[src/hw/rvq_pkg.sv]
// Constants and types shared by the receive video pass qualifier
package rvq_pkg;
    // Register offsets
    localparam logic [7:0] RVQ_IRQ_EN_OFS    = 8'h36;
    localparam logic [7:0] RVQ_IRQ_ST_OFS    = 8'h37;
    localparam logic [7:0] RVQ_TRUNC_CFG_OFS = 8'h7C;
    localparam logic [7:0] RVQ_PASS_CTL_OFS  = 8'h7D;
    localparam logic [7:0] RVQ_RX_STATUS_OFS = 8'h7E;

    // Reset values
    localparam logic [7:0] RVQ_IRQ_EN_RST    = 8'h00;
    localparam logic [7:0] RVQ_TRUNC_CFG_RST = 8'h00;
    localparam logic [7:0] RVQ_PASS_CTL_RST  = 8'h00;

    // Interrupt status and enable bit positions
    localparam int RVQ_IRQ_PASS_BIT      = 0;
    localparam int RVQ_IRQ_SYNC_BIT      = 1;
    localparam int RVQ_IRQ_PASS_LOST_BIT = 2;
    localparam int RVQ_IRQ_SYNC_LOST_BIT = 3;
    localparam int RVQ_IRQ_RX_FWD_BIT    = 4;
    localparam int RVQ_IRQ_NUM           = 5;

    // Truncation configuration bits
    localparam int RVQ_TRUNC_SIZE_BIT = 0;
    localparam int RVQ_TRUNC_PAR_BIT  = 1;

    // Pass control fields
    localparam int RVQ_THRESH_LSB    = 0;
    localparam int RVQ_THRESH_MSB    = 1;
    localparam int RVQ_QUAL_PAR_BIT  = 2;
    localparam int RVQ_QUAL_LEN_BIT  = 3;
    localparam int RVQ_QUAL_CNT_BIT  = 4;
    localparam int RVQ_DISCARD_BIT   = 7;

    // Receive status bits
    localparam int RVQ_RS_PASS_BIT    = 0;
    localparam int RVQ_RS_LOCK_BIT    = 1;
    localparam int RVQ_RS_LEN_CHG_BIT = 2;
    localparam int RVQ_RS_CNT_CHG_BIT = 3;
    localparam int RVQ_RS_PAR_BIT     = 4;

    // Widths and depths
    localparam int RVQ_DATA_W     = 8;
    localparam int RVQ_LEN_W      = 16;
    localparam int RVQ_FIFO_W     = RVQ_DATA_W + 2;
    localparam int RVQ_FIFO_DEPTH = 8;
    localparam logic [1:0] RVQ_VCNT_MAX = 2'h3;

    typedef enum logic [1:0] {
        RVQ_IDLE,
        RVQ_FWD,
        RVQ_DROP
    } rvq_state_t;
endpackage : rvq_pkg

[src/hw/rvq_qualifier.sv]
// Receive video pass qualifier with truncation and transmit interrupts
`timescale 1ns/10ps
module rvq_qualifier (
    input  wire logic       clk,           // Core clock, 100 MHz
    input  wire logic       rst_n,         // Async reset, active low
    input  wire logic [7:0] reg_addr,      // Register offset
    input  wire logic [7:0] reg_wdata,     // Register write data
    input  wire logic       reg_we,        // Register write strobe
    input  wire logic       reg_re,        // Register read strobe
    output logic      [7:0] reg_rdata,     // Read data, next cycle
    output logic            irq,           // Transmit port interrupt
    output logic            pass,          // Pass indication
    input  wire logic       rx_lock,       // Receiver locked
    input  wire logic       rx_parity_err, // Link parity error pulse
    input  wire logic       rx_sync_ok,    // Input streams synchronized
    input  wire logic       rx_port_irq,   // Forwarded receive port event
    input  wire logic       in_valid,      // Video beat valid
    output logic            in_ready,      // Video beat accepted
    input  wire logic [7:0] in_data,       // Video byte
    input  wire logic       in_sof,        // Frame start marker beat
    input  wire logic       in_eol,        // Last byte of a line
    input  wire logic       in_eof,        // Frame end marker beat
    output logic            out_valid,     // Transmit beat valid
    input  wire logic       out_ready,     // Transmit port takes beat
    output logic      [7:0] out_data,      // Transmit byte
    output logic            out_sof,       // Transmit frame start
    output logic            out_eof        // Transmit frame end
);
    localparam int LW = rvq_pkg::RVQ_LEN_W;

    logic [7:0] irq_en_q;
    logic [7:0] trunc_cfg_q;
    logic [7:0] pass_ctl_q;
    logic [rvq_pkg::RVQ_IRQ_NUM-1:0] irq_st_q;
    logic [rvq_pkg::RVQ_IRQ_NUM-1:0] irq_ev;
    logic [2:0] rs_sticky_q;
    logic       pass_dly_q;
    logic       sync_dly_q;
    logic [1:0] vcount_q;
    logic [LW-1:0] len_cnt_q;
    logic [LW-1:0] ref_len_q;
    logic [LW-1:0] lines_q;
    logic [LW-1:0] ref_cnt_q;
    logic       ref_len_ok_q;
    logic       ref_cnt_ok_q;
    logic       frame_bad_q;
    rvq_pkg::rvq_state_t state_q;

    logic [1:0]    thresh;
    logic          qual_par;
    logic          qual_len;
    logic          qual_cnt;
    logic          discard_en;
    logic          acc;
    logic          is_sof;
    logic          is_eof;
    logic          is_dat;
    logic          eol_hit;
    logic [LW-1:0] cur_len;
    logic          len_chg;
    logic          cnt_chg;
    logic          par_hit;
    logic          restart;
    logic          frame_ok;
    logic          pass_d;
    logic          allow;
    logic          trunc_now;
    logic          wr;
    logic [rvq_pkg::RVQ_FIFO_W-1:0] fifo_out;

    assign thresh     = pass_ctl_q[rvq_pkg::RVQ_THRESH_MSB:
                                   rvq_pkg::RVQ_THRESH_LSB];
    assign qual_par   = pass_ctl_q[rvq_pkg::RVQ_QUAL_PAR_BIT];
    assign qual_len   = pass_ctl_q[rvq_pkg::RVQ_QUAL_LEN_BIT];
    assign qual_cnt   = pass_ctl_q[rvq_pkg::RVQ_QUAL_CNT_BIT];
    assign discard_en = pass_ctl_q[rvq_pkg::RVQ_DISCARD_BIT];

    // Beat classification; a marker beat carries no payload
    assign acc     = in_valid & in_ready;
    assign is_sof  = acc & in_sof;
    assign is_eof  = acc & in_eof & ~in_sof;
    assign is_dat  = acc & ~in_sof & ~in_eof;
    assign eol_hit = is_dat & in_eol;
    assign cur_len = len_cnt_q + LW'(1);

    assign len_chg = eol_hit & ref_len_ok_q & (cur_len != ref_len_q);
    assign cnt_chg = is_eof & ref_cnt_ok_q & (lines_q != ref_cnt_q);
    assign par_hit = rx_parity_err & qual_par;

    assign restart = (len_chg & qual_len) | (cnt_chg & qual_cnt)
                   | par_hit | ~rx_lock;

    // parity alone never spoils the frame it lands in
    assign frame_ok = is_eof & ~frame_bad_q & ~(cnt_chg & qual_cnt);

    // pass decision against the two-bit threshold
    always_comb
    begin
        pass_d = pass;
        if (!rx_lock)
            pass_d = 1'b0;
        else if (par_hit)
            pass_d = 1'b0;
        else if (thresh == 2'h0)
            pass_d = 1'b1;
        else if (restart)
            pass_d = 1'b0;
        else if (frame_ok && ({1'b0, vcount_q} + 3'h1 >= {1'b0, thresh}))
            pass_d = 1'b1;
    end

    always_ff @(posedge clk or negedge rst_n)
    begin
        if (!rst_n)
            pass <= 1'b0;
        else
            pass <= pass_d;
    end

    always_ff @(posedge clk or negedge rst_n)
    begin
        if (!rst_n)
            vcount_q <= 2'h0;
        else if (restart)
            vcount_q <= 2'h0;
        else if (frame_ok && vcount_q != rvq_pkg::RVQ_VCNT_MAX)
            vcount_q <= vcount_q + 2'h1;
    end

    // Line length and line count measurement
    always_ff @(posedge clk or negedge rst_n)
    begin
        if (!rst_n)
        begin
            len_cnt_q    <= '0;
            ref_len_q    <= '0;
            lines_q      <= '0;
            ref_cnt_q    <= '0;
            ref_len_ok_q <= 1'b0;
            ref_cnt_ok_q <= 1'b0;
            frame_bad_q  <= 1'b0;
        end
        else if (!rx_lock)
        begin
            // Old references mean nothing after relock
            ref_len_ok_q <= 1'b0;
            ref_cnt_ok_q <= 1'b0;
            frame_bad_q  <= 1'b1;
        end
        else
        begin
            if (is_sof)
            begin
                len_cnt_q   <= '0;
                lines_q     <= '0;
                frame_bad_q <= 1'b0;
            end
            else if (eol_hit)
            begin
                len_cnt_q    <= '0;
                lines_q      <= lines_q + LW'(1);
                ref_len_q    <= cur_len;
                ref_len_ok_q <= 1'b1;
                if (len_chg && qual_len)
                    frame_bad_q <= 1'b1;
            end
            else if (is_dat)
                len_cnt_q <= cur_len;
            else if (is_eof)
            begin
                ref_cnt_q    <= lines_q;
                ref_cnt_ok_q <= 1'b1;
            end
        end
    end

    // an error ends the frame being sent
    assign allow     = ~discard_en | pass;
    assign trunc_now =
        (trunc_cfg_q[rvq_pkg::RVQ_TRUNC_SIZE_BIT] & (len_chg | cnt_chg))
        | (trunc_cfg_q[rvq_pkg::RVQ_TRUNC_PAR_BIT] & rx_parity_err)
        | ~allow;

    // nothing is written while discarding before pass
    always_comb
    begin
        wr = 1'b0;
        case (state_q)
            rvq_pkg::RVQ_IDLE:
                wr = is_sof & allow;
            rvq_pkg::RVQ_FWD:
                wr = (is_sof & allow) | (~trunc_now & (is_dat | is_eof));
            rvq_pkg::RVQ_DROP:
                wr = is_sof & allow & ~rx_parity_err;
            default:
                wr = 1'b0;
        endcase
    end

    // only a frame start leaves idle; drop also leaves on a frame end
    // truncation goes to drop without a frame end
    // may happen after any number of lines
    always_ff @(posedge clk or negedge rst_n)
    begin
        if (!rst_n)
            state_q <= rvq_pkg::RVQ_IDLE;
        else
        begin
            case (state_q)
                rvq_pkg::RVQ_IDLE:
                    if (is_sof && allow)
                        state_q <= rvq_pkg::RVQ_FWD;
                rvq_pkg::RVQ_FWD:
                    if (is_sof && allow)
                        state_q <= rvq_pkg::RVQ_FWD;
                    else if (trunc_now)
                        state_q <= rvq_pkg::RVQ_DROP;
                    else if (is_eof)
                        state_q <= rvq_pkg::RVQ_IDLE;
                rvq_pkg::RVQ_DROP:
                    if (is_sof && allow && !rx_parity_err)
                        state_q <= rvq_pkg::RVQ_FWD;
                    else if (is_eof)
                        state_q <= rvq_pkg::RVQ_IDLE;
                default:
                    state_q <= rvq_pkg::RVQ_IDLE;
            endcase
        end
    end

    // Stalling the FIFO stalls the link side through in_ready
    rvq_fifo #(
        .WIDTH (rvq_pkg::RVQ_FIFO_W),
        .DEPTH (rvq_pkg::RVQ_FIFO_DEPTH)
    ) u_fifo (
        .clk       (clk),
        .rst_n     (rst_n),
        .in_valid  (wr),
        .in_ready  (in_ready),
        .in_data   ({is_sof, is_eof, in_data}),
        .out_valid (out_valid),
        .out_ready (out_ready),
        .out_data  (fifo_out)
    );
    assign out_sof  = fifo_out[rvq_pkg::RVQ_FIFO_W-1];
    assign out_eof  = fifo_out[rvq_pkg::RVQ_FIFO_W-2];
    assign out_data = fifo_out[rvq_pkg::RVQ_DATA_W-1:0];

    always_ff @(posedge clk or negedge rst_n)
    begin
        if (!rst_n)
        begin
            pass_dly_q <= 1'b0;
            sync_dly_q <= 1'b0;
        end
        else
        begin
            pass_dly_q <= pass;
            sync_dly_q <= rx_sync_ok;
        end
    end

    always_comb
    begin
        irq_ev = '0;
        irq_ev[rvq_pkg::RVQ_IRQ_PASS_BIT]      = pass & ~pass_dly_q;
        irq_ev[rvq_pkg::RVQ_IRQ_SYNC_BIT]      = rx_sync_ok & ~sync_dly_q;
        irq_ev[rvq_pkg::RVQ_IRQ_PASS_LOST_BIT] = ~pass & pass_dly_q;
        irq_ev[rvq_pkg::RVQ_IRQ_SYNC_LOST_BIT] = ~rx_sync_ok & sync_dly_q;
        irq_ev[rvq_pkg::RVQ_IRQ_RX_FWD_BIT]    = rx_port_irq;
    end

    // status ignores enables; set beats clear on read
    always_ff @(posedge clk or negedge rst_n)
    begin
        if (!rst_n)
            irq_st_q <= '0;
        else if (reg_re && reg_addr == rvq_pkg::RVQ_IRQ_ST_OFS)
            irq_st_q <= irq_ev;
        else
            irq_st_q <= irq_st_q | irq_ev;
    end

    // Sticky receive flags, clear on read, set wins
    always_ff @(posedge clk or negedge rst_n)
    begin
        if (!rst_n)
            rs_sticky_q <= 3'h0;
        else if (reg_re && reg_addr == rvq_pkg::RVQ_RX_STATUS_OFS)
            rs_sticky_q <= {rx_parity_err, cnt_chg, len_chg};
        else
            rs_sticky_q <= rs_sticky_q | {rx_parity_err, cnt_chg, len_chg};
    end

    always_ff @(posedge clk or negedge rst_n)
    begin
        if (!rst_n)
            irq <= 1'b0;
        else
            irq <= |(irq_st_q & irq_en_q[rvq_pkg::RVQ_IRQ_NUM-1:0]);
    end

    // Control register writes
    always_ff @(posedge clk or negedge rst_n)
    begin
        if (!rst_n)
        begin
            irq_en_q    <= rvq_pkg::RVQ_IRQ_EN_RST;
            trunc_cfg_q <= rvq_pkg::RVQ_TRUNC_CFG_RST;
            pass_ctl_q  <= rvq_pkg::RVQ_PASS_CTL_RST;
        end
        else if (reg_we)
        begin
            case (reg_addr)
                rvq_pkg::RVQ_IRQ_EN_OFS:    irq_en_q    <= reg_wdata;
                rvq_pkg::RVQ_TRUNC_CFG_OFS: trunc_cfg_q <= reg_wdata;
                rvq_pkg::RVQ_PASS_CTL_OFS:  pass_ctl_q  <= reg_wdata;
                default:                    ;
            endcase
        end
    end

    // Register reads; unmapped offsets read zero
    always_ff @(posedge clk or negedge rst_n)
    begin
        if (!rst_n)
            reg_rdata <= 8'h00;
        else if (reg_re)
        begin
            case (reg_addr)
                rvq_pkg::RVQ_IRQ_EN_OFS:    reg_rdata <= irq_en_q;
                rvq_pkg::RVQ_IRQ_ST_OFS:
                    reg_rdata <= {3'h0, irq_st_q};
                rvq_pkg::RVQ_TRUNC_CFG_OFS: reg_rdata <= trunc_cfg_q;
                rvq_pkg::RVQ_PASS_CTL_OFS:  reg_rdata <= pass_ctl_q;
                rvq_pkg::RVQ_RX_STATUS_OFS:
                    reg_rdata <= {3'h0, rs_sticky_q, rx_lock, pass};
                default:                    reg_rdata <= 8'h00;
            endcase
        end
    end

    pass_par_a: assert property (
        @(posedge clk) disable iff (!rst_n)
        par_hit |=> !pass)
        else $error("pass held after qualified parity error");

    cnt_par_a: assert property (
        @(posedge clk) disable iff (!rst_n)
        par_hit |=> vcount_q == 2'h0)
        else $error("counter kept after parity error");

    lock_loss_a: assert property (
        @(posedge clk) disable iff (!rst_n)
        !rx_lock |=> !pass && vcount_q == 2'h0)
        else $error("pass or counter kept without lock");

    thresh_zero_a: assert property (
        @(posedge clk) disable iff (!rst_n)
        rx_lock && !par_hit && thresh == 2'h0 |=> pass)
        else $error("pass not raised on lock at zero threshold");

    count_step_a: assert property (
        @(posedge clk) disable iff (!rst_n)
        frame_ok && !restart && vcount_q == 2'h1 |=> vcount_q == 2'h2)
        else $error("valid frame not counted");

    len_restart_a: assert property (
        @(posedge clk) disable iff (!rst_n)
        len_chg && qual_len |=> vcount_q == 2'h0 && rs_sticky_q[0])
        else $error("line size change not restarting or flagged");

    status_set_a: assert property (
        @(posedge clk) disable iff (!rst_n)
        pass && !$past(pass) && irq_en_q == 8'h00
        |=> irq_st_q[rvq_pkg::RVQ_IRQ_PASS_BIT])
        else $error("pass status not set while disabled");

    drop_no_fe_a: assert property (
        @(posedge clk) disable iff (!rst_n)
        state_q == rvq_pkg::RVQ_DROP && is_eof |-> !wr)
        else $error("frame end sent for truncated frame");

    discard_a: assert property (
        @(posedge clk) disable iff (!rst_n)
        discard_en && !pass |-> !wr)
        else $error("video written while discarding");

    sof_first_a: assert property (
        @(posedge clk) disable iff (!rst_n)
        wr && state_q != rvq_pkg::RVQ_FWD |-> is_sof)
        else $error("output resumed without frame start");
endmodule : rvq_qualifier

[src/hw/rvq_fifo.sv]
// Synchronous FIFO between the qualifier and the transmit port
`timescale 1ns/10ps
module rvq_fifo #(
    parameter int WIDTH = 10,
    parameter int DEPTH = 8
) (
    input  wire logic             clk,       // Core clock
    input  wire logic             rst_n,     // Async reset, active low
    input  wire logic             in_valid,  // Write request
    output logic                  in_ready,  // Not full
    input  wire logic [WIDTH-1:0] in_data,   // Write word
    output logic                  out_valid, // Not empty
    input  wire logic             out_ready, // Reader takes word
    output logic      [WIDTH-1:0] out_data   // Head word
);
    localparam int AW = $clog2(DEPTH);
    localparam logic [AW:0] DEPTH_C = (AW+1)'(DEPTH);
    localparam logic [AW:0] ONE_C   = (AW+1)'(1);

    logic [WIDTH-1:0] mem_q [DEPTH];
    logic [AW-1:0]    wr_ptr_q;
    logic [AW-1:0]    rd_ptr_q;
    logic [AW:0]      count_q;
    logic [AW:0]      count_d;
    logic             push;
    logic             pop;

    assign push      = in_valid & in_ready;
    assign pop       = out_valid & out_ready;
    assign out_data  = mem_q[rd_ptr_q];

    always_comb
    begin
        count_d = count_q;
        if (push & ~pop)
            count_d = count_q + ONE_C;
        else if (pop & ~push)
            count_d = count_q - ONE_C;
    end

    always_ff @(posedge clk)
    begin
        if (push)
            mem_q[wr_ptr_q] <= in_data;
    end

    always_ff @(posedge clk or negedge rst_n)
    begin
        if (!rst_n)
        begin
            wr_ptr_q  <= '0;
            rd_ptr_q  <= '0;
            count_q   <= '0;
            in_ready  <= 1'b0;
            out_valid <= 1'b0;
        end
        else
        begin
            if (push)
                wr_ptr_q <= (wr_ptr_q == AW'(DEPTH - 1)) ? '0
                                                          : wr_ptr_q + 1'b1;
            if (pop)
                rd_ptr_q <= (rd_ptr_q == AW'(DEPTH - 1)) ? '0
                                                          : rd_ptr_q + 1'b1;
            count_q   <= count_d;
            in_ready  <= (count_d != DEPTH_C);
            out_valid <= (count_d != '0);
        end
    end
endmodule : rvq_fifo

[config.mk]
export PLATFORM = sky130hd
export DESIGN_NAME = rvq_qualifier
export DESIGN_NICKNAME = d
export VERILOG_FILES = /design/src/hw/rvq_pkg.sv /design/src/hw/rvq_qualifier.sv /design/src/hw/rvq_fifo.sv
export SDC_FILE = /design/constraint.sdc
export NUM_CORES = 1
export LEC_CHECK = 0
export BUFFER_PORTS_ARGS = -buffer_cell sky130_fd_sc_hd__buf_2
export CORE_MARGIN = 3
export CORE_UTILIZATION = 60
export CTS_CLUSTER_SIZE = 40
export DETAILED_ROUTE_END_ITERATION = 10
export PLACE_DENSITY_LB_ADDON = 0.08
export SYNTH_ARGS = -nofsm -noshare
export SYNTH_HDL_FRONTEND = slang
export SYNTH_HIERARCHICAL = 1
export SYNTH_SLANG_ARGS = --single-unit
[constraint.sdc]
create_clock -name clk -period 5.45 [get_ports clk]
set_input_delay 1.09 -clock clk [delete_from_list [all_inputs] [get_ports clk]]
set_output_delay 1.09 -clock clk [all_outputs]
set_load 0.1 [all_outputs]
**Word level (Yosys, flattened, before mapping)**

Memory sizes are Yosys's and may differ from the RTL's.
Index checks and enable logic that the tools add are counted.

- Bits in registers: 127
- Bits in writable memories: 80
- Input port bits: 37
- Output and inout bits: 22
- Logic and storage cells: 180
- Memories kept: 1

Memory list:

| memory | words | width | rd ports | clocked after memory_dff | wr ports | line | source |
|---|---|---|---|---|---|---|---|
| u_fifo.mem_q | 8 | 10 | 1 | 0 | 1 | rvq_fifo.sv:20 | `logic [WIDTH-1:0] mem_q [DEPTH];` |

- $add $sub $neg: 8
- Magnitude comparators: 1
- Equal/unequal tests: 22
- Multiplexer cells: 40
- Bitwise gates (word level): 59
- Reductions and logical operators: 25

Operator list:

| operator | number |
|---|---|
| 16-bit two-way mux | 5 |
| 8-bit case mux with 5 select lines | 1 |
| 16-bit by 1-bit adder with 16-bit output (second input constant) | 2 |
| 16-bit != test | 2 |
| 1-bit bitwise AND | 29 |
| 8-bit by 7-bit equality test with 1-bit output (second input constant) | 3 |
| 1-bit two-way mux | 19 |
| 1-bit NOT | 18 |
| 8-bit by 6-bit equality test with 1-bit output (second input constant) | 2 |
| 2-bit two-way mux | 7 |
| 2-bit AND reduction | 7 |
| 2-bit != test (second input constant) | 5 |
| 3-bit two-way mux | 3 |
| 1-bit OR | 9 |
| 4-bit two-way mux | 2 |
| 1-bit logical AND | 7 |
| 3-bit by 1-bit adder with 3-bit output (second input constant) | 2 |
| 3-bit equality test (second input constant) | 2 |
| 3-bit by 1-bit != test with 1-bit output (second input constant) | 2 |
| 2-bit case mux with 3 select lines | 1 |
| 5-bit bitwise AND | 1 |
| 5-bit two-way mux | 1 |
| 5-bit by 1-bit != test with 1-bit output (second input constant) | 1 |
| 5-bit OR | 1 |
| 20 further kinds | 23 |

**Logic depth before layout (Yosys ltp)**

Gate-level depths: netlist of the first run.

- Depth after elaboration: 20
- Mapped depth: 14
- Mapped depth without buffers: 12

**By module**

Netlist of the first run, hierarchy kept.

Modules (own cells, without submodules):

| module | times used | cells each | area each (um^2) | seq. area each (um^2) |
|---|---|---|---|---|
| rvq_qualifier | 1 | 609 | 6052.1 | 2877.8 |
| rvq_fifo | 1 | 195 | 3773.6 | 2702.6 |

**Worst setup path after synthesis of the first run**

No wires, ideal clock.

- Path type: input to register
- Start point: input in_valid
- End point: memory u_fifo.mem_q[0][0], enable pin
- Library setup time: 0.403 ns
- Arrival time: 3.648 ns
- Required time: 5.047 ns
- Path slack: 1.398 ns
- Stages on the path: 11
- Buffers on the path: 1
- Path through: nand2_1 nor2_1 nand2_1 inv_1 and3_1 nor4_1 a21oi_1 o21ai_1 nand2_1 clkbuf_1 nor4_1

- Elaborated cells on any way between the ends: 25
- Those cells by class: mux (3); bitwise (22)

RTL lines:

| element | line | source |
|---|---|---|
| start, declared | rvq_qualifier.sv:17 | `input wire logic in_valid,` |
| 1-bit bitwise AND (*) | rvq_qualifier.sv:79 | `assign acc = in_valid & in_ready;` |
| 1-bit bitwise AND (*) (2 in a row) | rvq_qualifier.sv:81 | `assign is_eof = acc & in_eof & ~in_sof;` |
| named net is_eof | rvq_qualifier.sv:56 | `logic is_eof;` |
| 1-bit bitwise AND (2 in a row) | rvq_qualifier.sv:87 | `assign cnt_chg = is_eof & ref_cnt_ok_q & (lines_q != ref_cnt_q);` |
| 1-bit OR | rvq_qualifier.sv:180 | `(trunc_cfg_q[rvq_pkg::RVQ_TRUNC_SIZE_BIT] & (len_chg \| cnt_chg))` |
| 1-bit bitwise AND | rvq_qualifier.sv:180 |  |
| 1-bit OR | rvq_qualifier.sv:181 | `\| (trunc_cfg_q[rvq_pkg::RVQ_TRUNC_PAR_BIT] & rx_parity_err)` |
| 1-bit OR | rvq_qualifier.sv:182 | `\| ~allow;` |
| 1-bit NOT | rvq_qualifier.sv:192 | `wr = (is_sof & allow) \| (~trunc_now & (is_dat \| is_eof));` |
| 1-bit bitwise AND (*) | rvq_qualifier.sv:192 |  |
| 1-bit OR (*) | rvq_qualifier.sv:192 |  |
| 1-bit case mux with 3 select lines (*) | rvq_qualifier.sv:188 | `case (state_q)` |
| named net wr | rvq_qualifier.sv:68 | `logic wr;` |
| 1-bit bitwise AND (*) | rvq_fifo.sv:28 | `assign push = in_valid & in_ready;` |
| 1-bit two-way mux (*) | rvq_fifo.sv:43 | `if (push)` |
| 1-bit two-way mux (implied by the code) (*) | rvq_fifo.sv:44 | `mem_q[wr_ptr_q] <= in_data;` |
| end, declared | rvq_fifo.sv:20 |  |

Mark *: on every way through the listed nets, which the timed path passes. The rest lies on a longest branch.

**Worst setup path after layout of the first run**

- Start point: register len_cnt_q[8]
- End point: memory u_fifo.mem_q[3][8], enable pin

- Longest elaborated chain between the ends: 14

Ends and longest elaborated chain:

| element | line | source |
|---|---|---|
| start, declared | rvq_qualifier.sv:40 | `logic [LW-1:0] len_cnt_q;` |
| start signal, assigned | rvq_qualifier.sv:168 | `len_cnt_q <= cur_len;` |
| 16-bit by 1-bit adder with 16-bit output | rvq_qualifier.sv:84 | `assign cur_len = len_cnt_q + LW'(1);` |
| 16-bit != test | rvq_qualifier.sv:86 | `assign len_chg = eol_hit & ref_len_ok_q & (cur_len != ref_len_q);` |
| 1-bit bitwise AND | rvq_qualifier.sv:86 |  |
| 1-bit OR | rvq_qualifier.sv:180 |  |
| 1-bit bitwise AND | rvq_qualifier.sv:180 |  |
| 1-bit OR | rvq_qualifier.sv:181 |  |
| 1-bit OR | rvq_qualifier.sv:182 |  |
| 1-bit NOT | rvq_qualifier.sv:192 |  |
| 1-bit bitwise AND | rvq_qualifier.sv:192 |  |
| 1-bit OR | rvq_qualifier.sv:192 |  |
| 1-bit case mux with 3 select lines | rvq_qualifier.sv:188 |  |
| named net wr | rvq_qualifier.sv:68 |  |
| 1-bit bitwise AND | rvq_fifo.sv:28 |  |
| 1-bit two-way mux | rvq_fifo.sv:43 |  |
| 1-bit two-way mux (implied by the code) | rvq_fifo.sv:44 |  |

The timed path passes the listed nets, and every way through them passes these cells.

==> results.md, run 1 <==
- Sw Ratio: 35.3%
- # placed instances: 1044
- Synth warn: 6
- CTS Buf Count: 22
- Net count, final: 900
- Pin count of the biggest net entering global routing: 66
- Crit path arrival time: 4310 ps
- Fin. Hold Viols: 0
- Seq cells post-synth: 207
- Starting Density: 61.6%
- Core Box Area: 15900 µm²
- CTS root buffer: clkbuf_16
- Gate power share: 27.8%
- PortBufs: 58
- Maximum Capacitance Violations: 0
- Drt wl/cell: 18.8 µm
- Fmax: 238 MHz
- Clk_lat worst skew: 500 ps
- CP Launch Type: flip-flop
- Post-Layout Cell Count: 1084
- Most common cell after layout, fill and taps aside: dfrtp_1
- CP Capture Type: flip-flop
- Final slew viol count: 0
- Commonest register cell after synthesis: dfrtp_1
- Clock transition at path regs: 60 ps
- CP Max Fanout: 15
- WL final: 20300 µm
- Worst-Margin Slew: 1210 ps
- Htree depth: 1
- TritonCTS Sinks: 207
- Mapped cell area: 9830 µm²
- Final worst-path cycle share: 77.2%
- RSZ-0062 raised after global routing: no
- Run status: finished, final reports clean
- Vias in the first global route: 6584
- Setup TNS Final: 0 ps
- Via/cell ratio: 6.15
- Cell variety after synth: 72
- Skew final: 14.9 ps
- Hold Buf Count CTS: 0
- Power Total: 4760 µW
- Setup repair bufs after CTS: 0
- Die Width: 134 µm
- First-pass GRT wire length: 33600 µm
- CTS resizes: 0
- Slew HR: 19.0%
- Die height: 134 µm
- DRC: 0
- Post-synth EDFFs: 80
- Share of cells above drive strength 1: 18.7%
- Gr usage total: 23.0%
- Commonest non-fill, non-tap cells in the layout: dfrtp_1, edfxtp_1, nand2_1, o21ai_0, buf_2
- Net Count, Synth: 852
- Remaining antenna violation count after routing: 0
- Class of the worst hold path: in -> async
- # setup viols final: 0
- CTS tree: yes
- Sequential Power Share: 42.1%
- Fraction of the yosys area taken by sequential cells: 56.8%
- ANT cells: 0
- Clock share of power: 30.1%
- R2R cell count: 10
- Asr flop ratio synth: 61.4%
- Layout fillers: 1160
- Routability Congestion: 0.881
- DRT iter0 DRCs: 499
- Required @ worst endpoint: 5550 ps
- Static Leak: 0.00463 µW
- Clock buffer depth: 3
- P_sw: 1680 µW
- First drt pass iteration count: 7
- Power Density: 434 nW/µm²
- GRT Residual Overflow: 0
- Total die area: 17900 µm²
- Fin crit period: 4210 ps
- Initial antenna violation count: 0
- Std cell rows: 46
- VDD IR-drop max: 0.552 mV
- I/O pin total: 59
- Via count: 6669
- DPL Wire Length: 13800 µm
- Avg Cell Area, Syn: 12.2 µm²
- Syn Inst Count: 804
- Synthesis-to-layout area growth: 11.5%
- Critical path type: reg -> reg
- Pint: 3070 µW
==> final timing paths <==
kind	slack, ps	to	start
setup / recovery	1240	u_fifo/mem_q[3][8]	len_cnt_q[8]
hold / removal	430	lines_q[11]	rst_n
setup reg to reg	1240	u_fifo/mem_q[3][8]	len_cnt_q[8]
hold reg to reg	480	reg_rdata[1]	reg_rdata[1]
max in group asynchronous	3980	irq_st_q[0]	rst_n
min in group clk	480	reg_rdata[1]	reg_rdata[1]
==> kinds of logic (layout without fill, tap and decap cells) <==
family	count (synthesis)	count (layout)	share of synthesized area, %
AOI/OAI and AO/OA	175	175	11.7
xor gates and xnor gates	43	43	3.83
adders and majority gates	11	11	1.48
buffers and inverters	61	125	2.80
DFF	207	207	56.8
muxes	71	71	11.1
and+or+nand+nor	236	236	12.3
==> per-stage QoR <==
stage	hold WS, ps	utilization, %	setup slack, ps	cell area (µm²)
after floorplan	448	-	1400	9830
final	430	68.7	1240	11000
after global routing	424	68.7	855	11000
after global placement	462	64.3	1330	10300
after CTS	418	68.7	1230	11000
after detailed placement	466	64.3	1190	10300
==> final cells by class <==
type                            instances  area [µm²]  share of cell area (%)
Sequential cell                       207        5580                    50.9
Multi-Input combinational cell        536        3980                    36.3
Clock buffer                           32         639                    5.84
Timing Repair Buffer                   67         360                    3.29
Tap cell                              216         270                    2.47
Inverter                               18        67.6                   0.617
Clock inverter                          8        61.3                   0.560
==> metal layers <==
| metal | routed length, µm | global-route usage [%] | vias to the layer above |
|---|---|---|---|
| met1 | 8930 | 32.4 | 3341 |
| met3 | 988 | 3.49 | 35 |
| li1 | - | - | 3115 |
| met5 | 0 | 0 | - |
| met2 | 9970 | 37.7 | 178 |
| met4 | 451 | 6.46 | 0 |
==> critical path: stages, from the launching register on <==
cell	delay [ps]
dfrtp_1	620
nand4_1	330
nor4_2	530
or3b_2	210
o2111ai_1	140
nor4_2	370
a21oi_1	180
o21ai_1	210
and2_1	240
nand2_1	140
nor2_1	860
==> power groups by stage <==
stage / registers [µW] / logic (µW) / clock network, µW
3_5_place_dp: 2030 / 1330 / 0
4_1_cts: 2000 / 1330 / 1470
5_1_grt: 2030 / 1410 / 1520
3_3_place_gp: 2020 / 1300 / 0
2_1_floorplan: 1980 / 1100 / 0
6_report: 2000 / 1320 / 1430
==> flip-flops by register name (all words and copies together), names as in the netlist, 3 cells and up <==
signal,flops
trunc_cfg_q,8
ref_cnt_q,16
rs_sticky_q,3
u_fifo/count_q,4
len_cnt_q,16
irq_st_q,5
pass_ctl_q,8
ref_len_q,16
u_fifo/wr_ptr_q,3
u_fifo/mem_q,80
lines_q,16
u_fifo/rd_ptr_q,3
irq_en_q,8
reg_rdata,8
==> Yosys cell counts (7+ instances only) <==
library cell  instances  area [µm²]
a21oi_1              11        55.1
a22oi_1               9        67.6
a31oi_1               9        56.3
and2_1                9        56.3
and3_1               10        62.6
clkbuf_1             29         109
dfrtp_1             127        3180
edfxtp_1             80        2400
ha_1                 10         125
inv_1                18        67.6
mux2_2               49         552
mux4_1               19         499
nand2_1              78         293
nand3_1              18        90.1
nand4_1              10        62.6
nor2_1               47         176
nor2b_1               7        43.8
nor3_1               14        70.1
nor4_1                8        50.1
o211ai_1              8        60.1
o21a_1                7        52.6
o21ai_0              72         360
o31ai_1              10        75.1
xnor2_1              21         184
xor2_1               22         193
Power figures use the tool's default switching activity.
==> run 2: changes to the inputs <==
clock period = 3.9 ns   (was 5.45 ns; I/O delays follow)
==> results.md, run 2 (same netlist as run 1, synthesis figures left out) <==
- Run status: finished, final reports clean
- Via count: 6711
- I/O pin total: 59
- CTS resizes: 0
- CTS tree: yes
- Final slew viol count: 0
- ANT cells: 0
- Via/cell ratio: 6.11
- DRC: 0
- Setup TNS Final: 0 ps
- Clock transition at path regs: 60 ps
- Crit path arrival time: 2840 ps
- Fmax: 276 MHz
- CP Launch Type: flip-flop
- # setup viols final: 0
- Fin crit period: 3620 ps
- Commonest non-fill, non-tap cells in the layout: dfrtp_1, edfxtp_1, nand2_1, o21ai_0, buf_2
- Layout fillers: 1144
- PortBufs: 58
- Initial antenna violation count: 0
- VDD IR-drop max: 0.583 mV
- Htree depth: 1
- CTS Buf Count: 22
- Max reg flops: 80
- Routability Congestion: 0.937
- Core Box Area: 15900 µm²
- Maximum Capacitance Violations: 0
- Vias in the first global route: 6665
- DRT iter0 DRCs: 436
- Fin. Hold Viols: 0
- Remaining antenna violation count after routing: 0
- Reg with most FFs: u_fifo/mem_q
- Static Leak: 0.00473 µW
- CTS root buffer: clkbuf_16
- Skew final: 9.22 ps
- Setup repair bufs after CTS: 0
- Gr usage total: 23.4%
- Synthesis-to-layout area growth: 13.2%
- Clock buffer depth: 3
- Final worst-path cycle share: 92.9%
- DPL Wire Length: 14100 µm
- Most common cell after layout, fill and taps aside: dfrtp_1
- Hold Buf Count CTS: 0
- Class of the worst hold path: in -> async
- Power Density: 610 nW/µm²
- TritonCTS Sinks: 207
- Final design utilization: 69.8%
- Die Width: 134 µm
- CP Capture Type: primary output
- WL final: 20700 µm
- Slew HR: 40.8%
- Critical path type: reg -> out
- First drt pass iteration count: 6
- First-pass GRT wire length: 34400 µm
- Net count, final: 915
- Pin count of the biggest net entering global routing: 73
- Required @ worst endpoint: 3120 ps
- Share of cells above drive strength 1: 20.5%
- Std cell rows: 46
- GRT Residual Overflow: 0
- Drt wl/cell: 18.8 µm
- FF-to-FF setup slack: 300 ps
- CP Max Fanout: 18
- RSZ-0062 raised after global routing: no
- Worst-Margin Slew: 888 ps
- Clk_lat worst skew: 500 ps
- Die height: 134 µm
- Starting Density: 61.6%
- Total die area: 17900 µm²
run 2: changes by cell type in the layout (fill, tap and decap cells not counted), sizes merged:
cell / previous run / this run
buf: 67 / 82
clkinv: 7 / 4
clkbuf: 32 / 34
bufinv: 1 / 2
run 2: path summary, 6_finish.rpt:
| check | endpoint | cells after the start | from |
|---|---|---|---|
| hold reg to reg | reg_rdata[4] | 1 | reg_rdata[4] |
| max in group asynchronous | irq_en_q[5] | 2 | rst_n |
| min in group clk | sync_dly_q | 1 | rx_sync_ok |
| setup / recovery | out_data[1] | 4 | u_fifo/rd_ptr_q[0] |
| setup reg to reg | u_fifo/mem_q[1][1] | 12 | len_cnt_q[0] |
| hold / removal | ref_cnt_q[0] | 1 | rst_n |
run 2: report_power, final:
part	internal [µW]	total (µW)	switching [µW]
sequential	2510	2790	282
combinational	621	1910	1290
clock	1270	2090	818
run 2: final cells by class:
type | count | area [µm²] | area share (%)
sequential | 207 | 5580 | 50.2
multi-input combinational | 536 | 3980 | 35.8
clock buffer | 34 | 646 | 5.80
timing repair buffer | 82 | 485 | 4.36
tap | 216 | 270 | 2.43
clock inverter | 6 | 91.3 | 0.821
inverter | 18 | 67.6 | 0.607
run 2: metrics by stage:
step	hold slack [ps]	area [µm²]	power, µW	instances	setup WS, ps
after floorplan	448	9830	4310	804	199
after global placement	461	10400	4650	1059	349
after detailed placement	463	10400	4730	1059	233
after CTS	363	11100	6840	1099	219
after global routing	391	11100	7090	1099	14.2
final	336	11100	6790	1099	276
run 2: worst max-delay path, stage by stage (launching register included):
cell and delay (ps):
dfrtp_1 920, buf_4 280, mux4_1 560, mux2_2 280
buf_2 290
run 2: layer usage:
| layer | vias to the layer above | global-route usage, % | routed length [µm] |
|---|---|---|---|
| met5 | - | 0 | 0 |
| met4 | 0 | 5.09 | 306 |
| met3 | 31 | 3.26 | 1200 |
| met2 | 192 | 38.3 | 9930 |
| met1 | 3341 | 34.0 | 9250 |
| li1 | 3147 | - | - |
